## src/hdl/demod_loop_pkg.sv

```systemverilog
// Constants for the QPSK demodulator loop control block.
// Assumes an 8-bit internal register address space behind the serial host port.
package demod_loop_pkg;
  // ***************
  // Register map
  // ***************
  localparam logic [7:0] ADDR_CTRL_ONE  = 8'h80;
  localparam logic [7:0] ADDR_CTRL_TWO  = 8'h81;
  localparam logic [7:0] ADDR_TGT_LOW   = 8'h82;
  localparam logic [7:0] ADDR_TGT_HIGH  = 8'h83;
  localparam logic [7:0] ADDR_IF_SHIFT  = 8'h84;
  localparam logic [7:0] ADDR_IF_INTG   = 8'h85;
  localparam logic [7:0] ADDR_AMP_TGT   = 8'h86;
  localparam logic [7:0] ADDR_AMP_SHIFT = 8'h87;
  localparam logic [7:0] ADDR_AMP_INTG  = 8'h88;
  localparam logic [7:0] ADDR_RAMP      = 8'h95;
  localparam logic [7:0] ADDR_FLAG      = 8'h99;
  localparam logic [7:0] ADDR_NOISE     = 8'h9a;
  // ***************
  // Reset values
  // ***************
  localparam logic [7:0] RST_CTRL_ONE  = 8'h10;
  localparam logic [7:0] RST_CTRL_TWO  = 8'h90;
  localparam logic [9:0] RST_TGT       = 10'h106;
  localparam logic [2:0] RST_SHIFT     = 3'h0;
  localparam logic [5:0] RST_AMP_TGT   = 6'h16;
  localparam logic [5:0] RST_RAMP      = 6'h01;
  // ***************
  // Fields
  // ***************
  localparam int         POL_BIT     = 6;
  localparam int         PFD_LSB     = 4;
  localparam int         SCAT_LSB    = 2;
  localparam int         IVAL_LSB    = 0;
  localparam int         SWEEP_BIT   = 5;
  localparam int         STEP_BIT    = 4;
  localparam logic [2:0] SHIFT_OPEN  = 3'h7;
  localparam logic [1:0] SCAT_OFF    = 2'h3;
  localparam logic [8:0] SCAT_THR0   = 9'h008;
  localparam logic [8:0] SCAT_THR1   = 9'h00c;
  localparam logic [8:0] SCAT_THR2   = 9'h010;
  localparam logic [16:0] IVAL_LEN0  = 17'h00400;
  localparam logic [16:0] IVAL_LEN1  = 17'h01000;
  localparam logic [16:0] IVAL_LEN2  = 17'h04000;
  localparam logic [16:0] IVAL_LEN3  = 17'h10000;
  localparam logic [9:0] NOISE_MAX   = 10'h3ff;
endpackage

```

## src/hdl/qpsk_demod_loop_control.sv

```systemverilog
// Carrier detector, sweep ramp, IF and amplitude gain loops, lock and noise indicator.
// Assumes symbol samples, power samples and the lock level come from sys_clk logic.
// How it works
// - Phase error per symbol is I times sign Q minus Q times sign I.
// - Error updates only when both magnitudes exceed threshold, else holds.
// - Threshold is upper nibble of control register two, reset 0x90.
// - Sweep-on bit enables ramp; when clear the ramp output is zero.
// - Ramp steps two to the step bit every divider plus one clocks.
// - Carrier lock disables the sweep whatever the sweep-on bit says.
// - IF loop integrates target minus power, scaled by its shift.
// - IF integrator becomes a pulse-width signal on the gain pin.
// - IF integrator top byte readable and writable; write clears lower bits.
// - Polarity bit inverts the IF loop sign.
// - IF loop gain is two to the shift; code 111 gives zero.
// - Ten-bit IF target spans two byte registers, reset 262.
// - Amplitude loop integrates target minus output modulus, scaled by shift.
// - Amplitude integrator drives the I and Q output multipliers.
// - Amplitude gain two to the shift; 111 freezes the multiplier gain.
// - Six-bit amplitude target is the desired output modulus directly.
// - Active-low lock indicator on a pin and in the flag register.
// - Ten-bit scatter counter; its top byte loads the result each interval.
// - Scatter threshold codes select 8, 12, 16; code 11 disables.
// - Interval codes select 1024, 4096, 16384 or 65536 symbols.
// - Result-ready flag sets when a new noise count is loaded.
`timescale 1ns/1ns
module qpsk_demod_loop_control #(
  parameter int SAMP_W     = 8,
  parameter int POW_W      = 10,
  parameter int IF_INTG_W  = 18,
  parameter int AMP_INTG_W = 16,
  parameter int RAMP_W     = 24
) (
  // Clock and reset
  input  wire logic                     sys_clk,
  input  wire logic                     srst,
  // Internal register port
  input  wire logic [7:0]               reg_addr,
  input  wire logic [7:0]               reg_wdata,
  input  wire logic                     reg_we,
  input  wire logic                     reg_re,
  output logic      [7:0]               reg_rdata,
  // Nyquist filter output, power estimate and carrier lock
  input  wire logic                     sym_valid,
  input  wire logic signed [SAMP_W-1:0] sym_i,
  input  wire logic signed [SAMP_W-1:0] sym_q,
  input  wire logic                     if_power_valid,
  input  wire logic [POW_W-1:0]         if_power,
  input  wire logic                     carrier_lock,
  // Loop outputs
  output logic signed [SAMP_W+1:0]      phase_error,
  output logic      [RAMP_W-1:0]        sweep_ramp,
  output logic                          agc_pwm,
  output logic                          lock_n,
  output logic      [7:0]               amp_gain
);
  import demod_loop_pkg::*;
  localparam int PE_W = SAMP_W + 2;
  localparam int IE_W = POW_W + 1;

  function automatic logic [SAMP_W-1:0] mag(input logic signed [SAMP_W-1:0] v);
    mag = v[SAMP_W-1] ? SAMP_W'(-v) : SAMP_W'(v);
  endfunction

  // ***************
  // State
  // ***************
  logic [7:0]            ctrl_one, ctrl_two, next_ctrl_one, next_ctrl_two;
  logic [9:0]            if_tgt, next_if_tgt;
  logic [2:0]            if_shift, amp_shift, next_if_shift, next_amp_shift;
  logic [5:0]            amp_tgt, ramp_ctrl, next_amp_tgt, next_ramp_ctrl;
  logic [IF_INTG_W-1:0]  if_intg, next_if_intg;
  logic [AMP_INTG_W-1:0] amp_intg, next_amp_intg;
  logic [3:0]            div_cnt, next_div_cnt;
  logic [7:0]            pwm_cnt, duty, next_pwm_cnt, next_duty;
  logic [15:0]           sym_cnt, next_sym_cnt;
  logic [9:0]            scat_cnt, next_scat_cnt;
  logic [7:0]            noise_count_value, next_noise_count_value;
  logic                  noise_result_ready, next_noise_result_ready;
  logic [7:0]            next_rdata, next_amp_gain;
  logic signed [PE_W-1:0] next_phase_error, eps;
  logic [RAMP_W-1:0]     next_sweep_ramp;
  logic                  next_agc_pwm;

  // ***************
  // Datapath terms
  // ***************
  logic [SAMP_W-1:0]     mag_i, mag_q, mx, mn;
  logic                  pe_upd, ramp_on, interval_end, wr_if, wr_amp;
  logic [3:0]            phase_detector_threshold;
  logic [SAMP_W:0]       modulus;
  logic [8:0]            scat_thr, scatter;
  logic [16:0]           interval_len;
  logic signed [IE_W-1:0]       if_err;
  logic signed [IE_W+5:0]       if_scaled;
  logic signed [IF_INTG_W:0]    if_sum;
  logic signed [SAMP_W+1:0]     amp_err;
  logic signed [SAMP_W+7:0]     amp_scaled;
  logic signed [AMP_INTG_W:0]   amp_sum;

  always_comb begin
    mag_i = mag(sym_i);
    mag_q = mag(sym_q);
    phase_detector_threshold = ctrl_two[PFD_LSB +: 4];
    // Zero counts as positive sign
    eps = (sym_q[SAMP_W-1] ? -PE_W'(sym_i) : PE_W'(sym_i))
        - (sym_i[SAMP_W-1] ? -PE_W'(sym_q) : PE_W'(sym_q));
    pe_upd = sym_valid && (mag_i > SAMP_W'(phase_detector_threshold))
             && (mag_q > SAMP_W'(phase_detector_threshold));
    ramp_on = ramp_ctrl[SWEEP_BIT] && !carrier_lock;
    wr_if = reg_we && reg_addr == ADDR_IF_INTG;
    wr_amp = reg_we && reg_addr == ADDR_AMP_INTG;
    // IF loop error, sign flipped for negative-slope amplifiers
    if_err = signed'(IE_W'(if_tgt)) - signed'(IE_W'(if_power));
    if (ctrl_one[POL_BIT]) begin
      if_err = -if_err;
    end
    if_scaled = (IE_W+6)'(if_err) <<< if_shift;
    if_sum = signed'((IF_INTG_W+1)'(signed'(if_intg))) + (IF_INTG_W+1)'(if_scaled);
    // Cheap modulus: max plus half of min
    mx = (mag_i > mag_q) ? mag_i : mag_q;
    mn = (mag_i > mag_q) ? mag_q : mag_i;
    modulus = (SAMP_W+1)'(mx) + (SAMP_W+1)'(mn >> 1);
    amp_err = signed'((SAMP_W+2)'(amp_tgt)) - signed'((SAMP_W+2)'(modulus));
    amp_scaled = (SAMP_W+8)'(amp_err) <<< amp_shift;
    amp_sum = signed'((AMP_INTG_W+1)'(signed'(amp_intg))) + (AMP_INTG_W+1)'(amp_scaled);
    // Noise estimator distance from the ideal constellation corner
    scatter = 9'((mag_i > SAMP_W'(amp_tgt)) ? mag_i - SAMP_W'(amp_tgt)
                                             : SAMP_W'(amp_tgt) - mag_i)
            + 9'((mag_q > SAMP_W'(amp_tgt)) ? mag_q - SAMP_W'(amp_tgt)
                                             : SAMP_W'(amp_tgt) - mag_q);
    unique case (ctrl_two[SCAT_LSB +: 2])
      2'h0: scat_thr = SCAT_THR0;
      2'h1: scat_thr = SCAT_THR1;
      default: scat_thr = SCAT_THR2;
    endcase
    unique case (ctrl_two[IVAL_LSB +: 2])
      2'h0: interval_len = IVAL_LEN0;
      2'h1: interval_len = IVAL_LEN1;
      2'h2: interval_len = IVAL_LEN2;
      default: interval_len = IVAL_LEN3;
    endcase
    interval_end = sym_valid && (17'(sym_cnt) == interval_len - 17'h1);
  end

  // ***************
  // Next state
  // ***************
  always_comb begin
    next_ctrl_one = ctrl_one;
    next_ctrl_two = ctrl_two;
    next_if_tgt = if_tgt;
    next_if_shift = if_shift;
    next_amp_tgt = amp_tgt;
    next_amp_shift = amp_shift;
    next_ramp_ctrl = ramp_ctrl;
    if (reg_we) begin
      unique case (reg_addr)
        ADDR_CTRL_ONE:  next_ctrl_one = reg_wdata;
        ADDR_CTRL_TWO:  next_ctrl_two = reg_wdata;
        ADDR_TGT_LOW:   next_if_tgt[7:0] = reg_wdata;
        ADDR_TGT_HIGH:  next_if_tgt[9:8] = reg_wdata[1:0];
        ADDR_IF_SHIFT:  next_if_shift = reg_wdata[2:0];
        ADDR_AMP_TGT:   next_amp_tgt = reg_wdata[5:0];
        ADDR_AMP_SHIFT: next_amp_shift = reg_wdata[2:0];
        ADDR_RAMP:      next_ramp_ctrl = reg_wdata[5:0];
        default: ;
      endcase
    end
    // Phase detector holds its last value between qualified symbols
    next_phase_error = pe_upd ? eps : phase_error;
    // Sweep ramp
    next_div_cnt = 4'h0;
    next_sweep_ramp = '0;
    if (ramp_on) begin
      next_div_cnt = div_cnt + 4'h1;
      next_sweep_ramp = sweep_ramp;
      if (div_cnt >= ramp_ctrl[3:0]) begin
        next_div_cnt = 4'h0;
        next_sweep_ramp = sweep_ramp + (RAMP_W'(1) << ramp_ctrl[STEP_BIT]);
      end
    end
    // IF gain loop with saturation; a write always wins
    next_if_intg = if_intg;
    if (wr_if) begin
      next_if_intg = {reg_wdata, (IF_INTG_W-8)'(0)};
    end else if (if_power_valid && if_shift != SHIFT_OPEN) begin
      if (if_sum[IF_INTG_W] != if_sum[IF_INTG_W-1]) begin
        next_if_intg = {if_sum[IF_INTG_W], {(IF_INTG_W-1){~if_sum[IF_INTG_W]}}};
      end else begin
        next_if_intg = if_sum[IF_INTG_W-1:0];
      end
    end
    // PWM: offset-binary duty latched once per period to avoid glitches
    next_pwm_cnt = pwm_cnt + 8'h1;
    next_duty = (pwm_cnt == 8'hff) ? {~if_intg[IF_INTG_W-1], if_intg[IF_INTG_W-2 -: 7]} : duty;
    next_agc_pwm = pwm_cnt < duty;
    // Amplitude loop
    next_amp_intg = amp_intg;
    if (wr_amp) begin
      next_amp_intg = {reg_wdata, (AMP_INTG_W-8)'(0)};
    end else if (sym_valid && amp_shift != SHIFT_OPEN) begin
      if (amp_sum[AMP_INTG_W] != amp_sum[AMP_INTG_W-1]) begin
        next_amp_intg = {amp_sum[AMP_INTG_W], {(AMP_INTG_W-1){~amp_sum[AMP_INTG_W]}}};
      end else begin
        next_amp_intg = amp_sum[AMP_INTG_W-1:0];
      end
    end
    next_amp_gain = amp_intg[AMP_INTG_W-1 -: 8];
    // Noise estimator; counter saturates so 255 reads as overflow
    next_sym_cnt = sym_cnt;
    next_scat_cnt = scat_cnt;
    next_noise_count_value = noise_count_value;
    next_noise_result_ready = noise_result_ready;
    if (reg_re && reg_addr == ADDR_NOISE) begin
      next_noise_result_ready = 1'b0;
    end
    if (sym_valid) begin
      next_sym_cnt = sym_cnt + 16'h1;
      if (ctrl_two[SCAT_LSB +: 2] != SCAT_OFF && scatter > scat_thr
          && scat_cnt != NOISE_MAX) begin
        next_scat_cnt = scat_cnt + 10'h1;
      end
      if (interval_end) begin
        next_noise_count_value = next_scat_cnt[9:2];
        next_sym_cnt = 16'h0;
        next_scat_cnt = 10'h0;
        next_noise_result_ready = 1'b1;
      end
    end
    // Register reads
    unique case (reg_addr)
      ADDR_CTRL_ONE:  next_rdata = ctrl_one;
      ADDR_CTRL_TWO:  next_rdata = ctrl_two;
      ADDR_TGT_LOW:   next_rdata = if_tgt[7:0];
      ADDR_TGT_HIGH:  next_rdata = {6'h0, if_tgt[9:8]};
      ADDR_IF_SHIFT:  next_rdata = {5'h0, if_shift};
      ADDR_IF_INTG:   next_rdata = if_intg[IF_INTG_W-1 -: 8];
      ADDR_AMP_TGT:   next_rdata = {2'h0, amp_tgt};
      ADDR_AMP_SHIFT: next_rdata = {5'h0, amp_shift};
      ADDR_AMP_INTG:  next_rdata = amp_intg[AMP_INTG_W-1 -: 8];
      ADDR_RAMP:      next_rdata = {2'h0, ramp_ctrl};
      ADDR_FLAG:      next_rdata = {lock_n, noise_result_ready, 6'h0};
      ADDR_NOISE:     next_rdata = noise_count_value;
      default:        next_rdata = 8'h0;
    endcase
    if (!reg_re) begin
      next_rdata = reg_rdata;
    end
  end

  always_ff @(posedge sys_clk) begin
    if (srst) begin
      ctrl_one <= RST_CTRL_ONE;
      ctrl_two <= RST_CTRL_TWO;
      if_tgt <= RST_TGT;
      if_shift <= RST_SHIFT;
      amp_tgt <= RST_AMP_TGT;
      amp_shift <= RST_SHIFT;
      ramp_ctrl <= RST_RAMP;
      if_intg <= '0;
      amp_intg <= '0;
      div_cnt <= 4'h0;
      pwm_cnt <= 8'h0;
      duty <= 8'h0;
      sym_cnt <= 16'h0;
      scat_cnt <= 10'h0;
      noise_count_value <= 8'h0;
      noise_result_ready <= 1'b0;
      reg_rdata <= 8'h0;
      phase_error <= '0;
      sweep_ramp <= '0;
      agc_pwm <= 1'b0;
      lock_n <= 1'b1;
      amp_gain <= 8'h0;
    end else begin
      ctrl_one <= next_ctrl_one;
      ctrl_two <= next_ctrl_two;
      if_tgt <= next_if_tgt;
      if_shift <= next_if_shift;
      amp_tgt <= next_amp_tgt;
      amp_shift <= next_amp_shift;
      ramp_ctrl <= next_ramp_ctrl;
      if_intg <= next_if_intg;
      amp_intg <= next_amp_intg;
      div_cnt <= next_div_cnt;
      pwm_cnt <= next_pwm_cnt;
      duty <= next_duty;
      sym_cnt <= next_sym_cnt;
      scat_cnt <= next_scat_cnt;
      noise_count_value <= next_noise_count_value;
      noise_result_ready <= next_noise_result_ready;
      reg_rdata <= next_rdata;
      phase_error <= next_phase_error;
      sweep_ramp <= next_sweep_ramp;
      agc_pwm <= next_agc_pwm;
      lock_n <= ~carrier_lock;
      amp_gain <= next_amp_gain;
    end
  end
endmodule

```

## config.mk

```make
export PLATFORM = sky130hd
export DESIGN_NAME = qpsk_demod_loop_control
export DESIGN_NICKNAME = d
export VERILOG_FILES = /design/src/hdl/demod_loop_pkg.sv /design/src/hdl/qpsk_demod_loop_control.sv
export SDC_FILE = /design/constraint.sdc
export NUM_CORES = 1
export LEC_CHECK = 0
export ABC_AREA = 1
export ABC_CLOCK_PERIOD_IN_PS = 13140
export BUFFER_PORTS_ARGS = -buffer_cell sky130_fd_sc_hd__buf_2
export CAP_MARGIN = 20
export CELL_PAD_IN_SITES_DETAIL_PLACEMENT = 0
export CELL_PAD_IN_SITES_GLOBAL_PLACEMENT = 1
export CORE_ASPECT_RATIO = 1.75
export CORE_MARGIN = 5
export CORE_UTILIZATION = 30
export CTS_CLUSTER_DIAMETER = 100
export DETAILED_ROUTE_END_ITERATION = 16
export HOLD_SLACK_MARGIN = 0.06
export PLACE_DENSITY = 0.67
export SYNTH_ARGS = -nofsm -noshare
export SYNTH_HDL_FRONTEND = slang
export SYNTH_SLANG_ARGS = --single-unit
```

## constraint.sdc

```tcl
create_clock -name sys_clk -period 13.14 [get_ports sys_clk]
set_input_delay 2.628 -clock sys_clk [delete_from_list [all_inputs] [get_ports sys_clk]]
set_output_delay 2.628 -clock sys_clk [all_outputs]
set_load 0.1 [all_outputs]
```

==> key figures <==
Status
  • Outcome: finished clean

STA
  • Slew headroom: 33.78%
  • Final cycle utilization of the critical path: 74.31%
  • Hold Fails Final Rpt: 0
  • Minimum clock period after layout: 9.764 ns
  • Setup TNS Final: 0 ns
  • RSZ-0062 raised after global routing: false
  • Final Setup Violations: 0
  • Final Skew: 0.01112 ns
  • Slew @ Worst Pin: 0.9852 ns
  • Final Max Slew Viols: 0
  • Fmax: 102.4 MHz

Worst setup path
  • CP Max Fanout: 30
  • Crit-path slowest cell: nand2_1
  • Required @ worst endpoint: 13.53 ns
  • CP Data Arrival Time: 10.16 ns
  • Critical path launch point: sym_q[0]
  • CP most frequent cell: nand2_1
  • R2R Path Start: amp_tgt[1]
  • Critical path endpoint category: flip-flop
  • Setup crit start kind: input port
  • Crit Path Class: input port to flip-flop
  • Slowest stage delay, CP: 0.59 ns

Logic synthesis
  • Synth Flop Type: dfxtp_1
  • Ys async rst share: 0%
  • Post-synthesis adder-cell area fraction: 13.39%
  • Ys Warns: 0
  • Mux share of post-synthesis cell area: 0.8276%
  • Combinational family with the most area after synthesis: simple AND/OR/NAND/NOR gates
  • Post-Syn Area: 0.01482 mm²
  • Share of the synthesized area in the top cell type: 25.00%
  • Syn Area/Cell: 6.756 µm²
  • Complex-gate fraction of the synthesized area: 19.97%
  • Synth cell types: 57
  • Synth Instances: 2193
  • Syn nets: 2391
  • Post-Synth XOR/XNOR Area: 5.439%
  • Post-synthesis simple-gate area fraction: 25.90%
  • Top cells by area, synth: dfxtp_1 (25%), nand2_1 (11%), ha_1 (11%)
  • Most area-hungry cell type in the Yosys netlist: dfxtp_1
  • EDFF count, synth: 0
  • Flops & latches, synth: 185
  • Seq/Total Area, Yosys: 25.00%

Clock network
  • CTS tree: yes
  • Post-CTS resize count: 0
  • Clock buffer depth: 2
  • CTS Buf Count: 17
  • H-tree levels: 4
  • CTS Root Cell: clkbuf_16
  • Postcts setup bufs: 0
  • Worst-path clk slew: 0.08 ns
  • CTS sink cnt: 185
  • CTS Hold Buffers Added: 0
  • Clk_lat worst skew: 0.46 ns

GRT
  • Vias in the first global route: 14444
  • First-pass GRT wire length: 76510 µm
  • Largest net degree at the start of global routing: 69
  • Overflow left after global routing: 0
  • Initial antenna violation count: 1
  • Total GRT Usage: 17.80%

Cells and area
  • Leading cell type in the layout, fill and taps excluded: nand2_1
  • Most frequent cells in the layout: nand2_1 (444), inv_1 (299), a21oi_1 (215), o21ai_0 (194), dfxtp_1 (185)
  • Antenna Cells: 0
  • Final net count: 2461
  • Fill cell count: 5416
  • Share of cells above drive strength 1: 9.930%
  • Area grow syn2layout: 11.83%

Floorplan
  • I/O Pins: 101
  • Core Box Area: 0.04887 mm²
  • Chip Width: 178.0 µm
  • # rows: 107
  • Die area: 0.05410 mm²
  • Effective utilization at floorplan: 30.32%
  • Die height: 304.0 µm

Place
  • Post-DP HPWL: 39830 µm
  • Gpl congestion: 0.8993
  • IO buf count: 100

Route
  • Via count: 14459
  • DRC: 0
  • Drt initial violations: 819
  • Wirelength, routed: 48480 µm
  • Via density: 4.935
  • Avg WL per Cell: 16.55 µm
  • DR pass1 iterations: 7
  • Number of routed nets with antenna violations: 0

Pwr
  • Leakage power: 7.436 nW
  • Clk pwr share: 21.6%
  • Sw Share: 46.46%
  • Comb pwr share: 52.8%
  • Seq pwr share: 25.6%
  • Pwr Total: 2.565 mW
  • Internal power: 1.373 mW
  • NetSw: 1.192 mW
  • Worst VDD drop: 81.91 µV
  • Power Density: 154.8 mW/mm²

Flow run
  • Max-Cap Viols: 0

Hold path
  • Worst hold start: reg_rdata[6]
  • Worst hold path class: flip-flop to flip-flop
[synthesized netlist by cell type (4+ instances only)]
master      n
nand3_1   112
or2_2       6
nand2_2    18
a221oi_1   16
inv_1     300
o21bai_1    5
nor2_2     10
xor2_1     66
a211oi_1    8
fa_1       16
mux2i_1    10
nand2_1   444
o31ai_1     5
o21ai_1    13
nor2_4      4
dfxtp_1   185
xnor2_1    26
a31oi_1    12
clkbuf_1   44
nand2_4     8
buf_2      10
o21a_1      8
a21boi_0    4
nor3_1     40
inv_2       6
nand4_1    20
o21ai_0   194
nand3_2     9
nand3b_1    7
a21oi_1   215
o211ai_1    9
nor4_1      4
clkinv_1    6
a21o_1      4
nor2_1    155
ha_1      133
o22ai_1    21
a21oi_2     7
[worst max-delay path: cells and delay by family]
family | cells | cell delay, ns
adders and majority gates | 5 | 1.80
buffers and inverters | 5 | 0.61
xor gates and xnor gates | 2 | 0.38
and+or+nand+nor | 19 | 2.84
AOI/OAI and AO/OA | 15 | 1.89
[area by class of cell]
type	instances	area [µm²]	share of cell area (%)
sequential	185	3704	22.35
inverter	314	1184	7.144
clock inverter	14	173.9	1.050
timing repair buffer	106	545.5	3.293
clock buffer	18	429.2	2.590
tap	654	818.3	4.939
multi-input combinational	1639	9714	58.63
[state kept, by name (all words and copies together), names as in the netlist, 10 cells and up]
name / flops
if_tgt: 10
amp_intg: 16
if_intg: 18
scat_cnt: 10
sweep_ramp: 24
sym_cnt: 16
phase_error: 10
[per-layer routing]
| layer | up-vias | wire (µm) | part of all wire, % | GRT usage (%) |
|---|---|---|---|---|
| li1 | 7446 | - | - | - |
| met1 | 6645 | 19720 | 41 | 20.06 |
| met2 | 295 | 25010 | 52 | 32.83 |
| met3 | 73 | 1775 | 3.7 | 2.672 |
| met4 | 0 | 1973 | 4.1 | 7.292 |
| met5 | - | 0 | 0 | 0 |
[per-stage QoR]
step / utilization, % / hold WS (ns) / cell area, µm² / instances / setup slack [ns]
final: 33.91 / 0.4648 / 16570 / 2930 / 3.376
after global routing: 33.91 / 0.4835 / 16570 / 2930 / 2.481
after CTS: 33.91 / 0.4698 / 16570 / 2930 / 3.374
after detailed placement: 32.67 / 0.4505 / 15970 / 2898 / 2.908
after global placement: 32.67 / 0.4461 / 15970 / 2898 / 3.060
after floorplan: - / 0.4297 / 14820 / 2193 / 4.273
[power by group through the flow]
stage | clock network [mW] | logic (mW) | registers (mW)
2_1_floorplan | 0 | 0.983 | 0.715
3_3_place_gp | 0 | 1.35 | 0.670
3_5_place_dp | 0 | 1.35 | 0.670
4_1_cts | 0.568 | 1.36 | 0.657
5_1_grt | 0.588 | 1.53 | 0.663
6_report | 0.555 | 1.35 | 0.657
[worst paths after layout]
check	cells past startpoint	slack (ns)	endpoint
worst max-delay path	46	3.38	amp_intg[10]
worst min-delay path	2	0.46	reg_rdata[6]
worst max register to register	27	7.67	scat_cnt[5]
worst min register to register	2	0.46	reg_rdata[6]
[kinds of logic (layout without fill, tap and decap cells)]
kind of cell	count (synthesis)	after routing
compound gates	533	533
xor+xnor	92	92
fa+ha+maj	149	149
buf+inv	369	452
flops	185	185
mux	12	12
simple gates	853	853
Note: power is estimated with default switching activity, not from simulation.
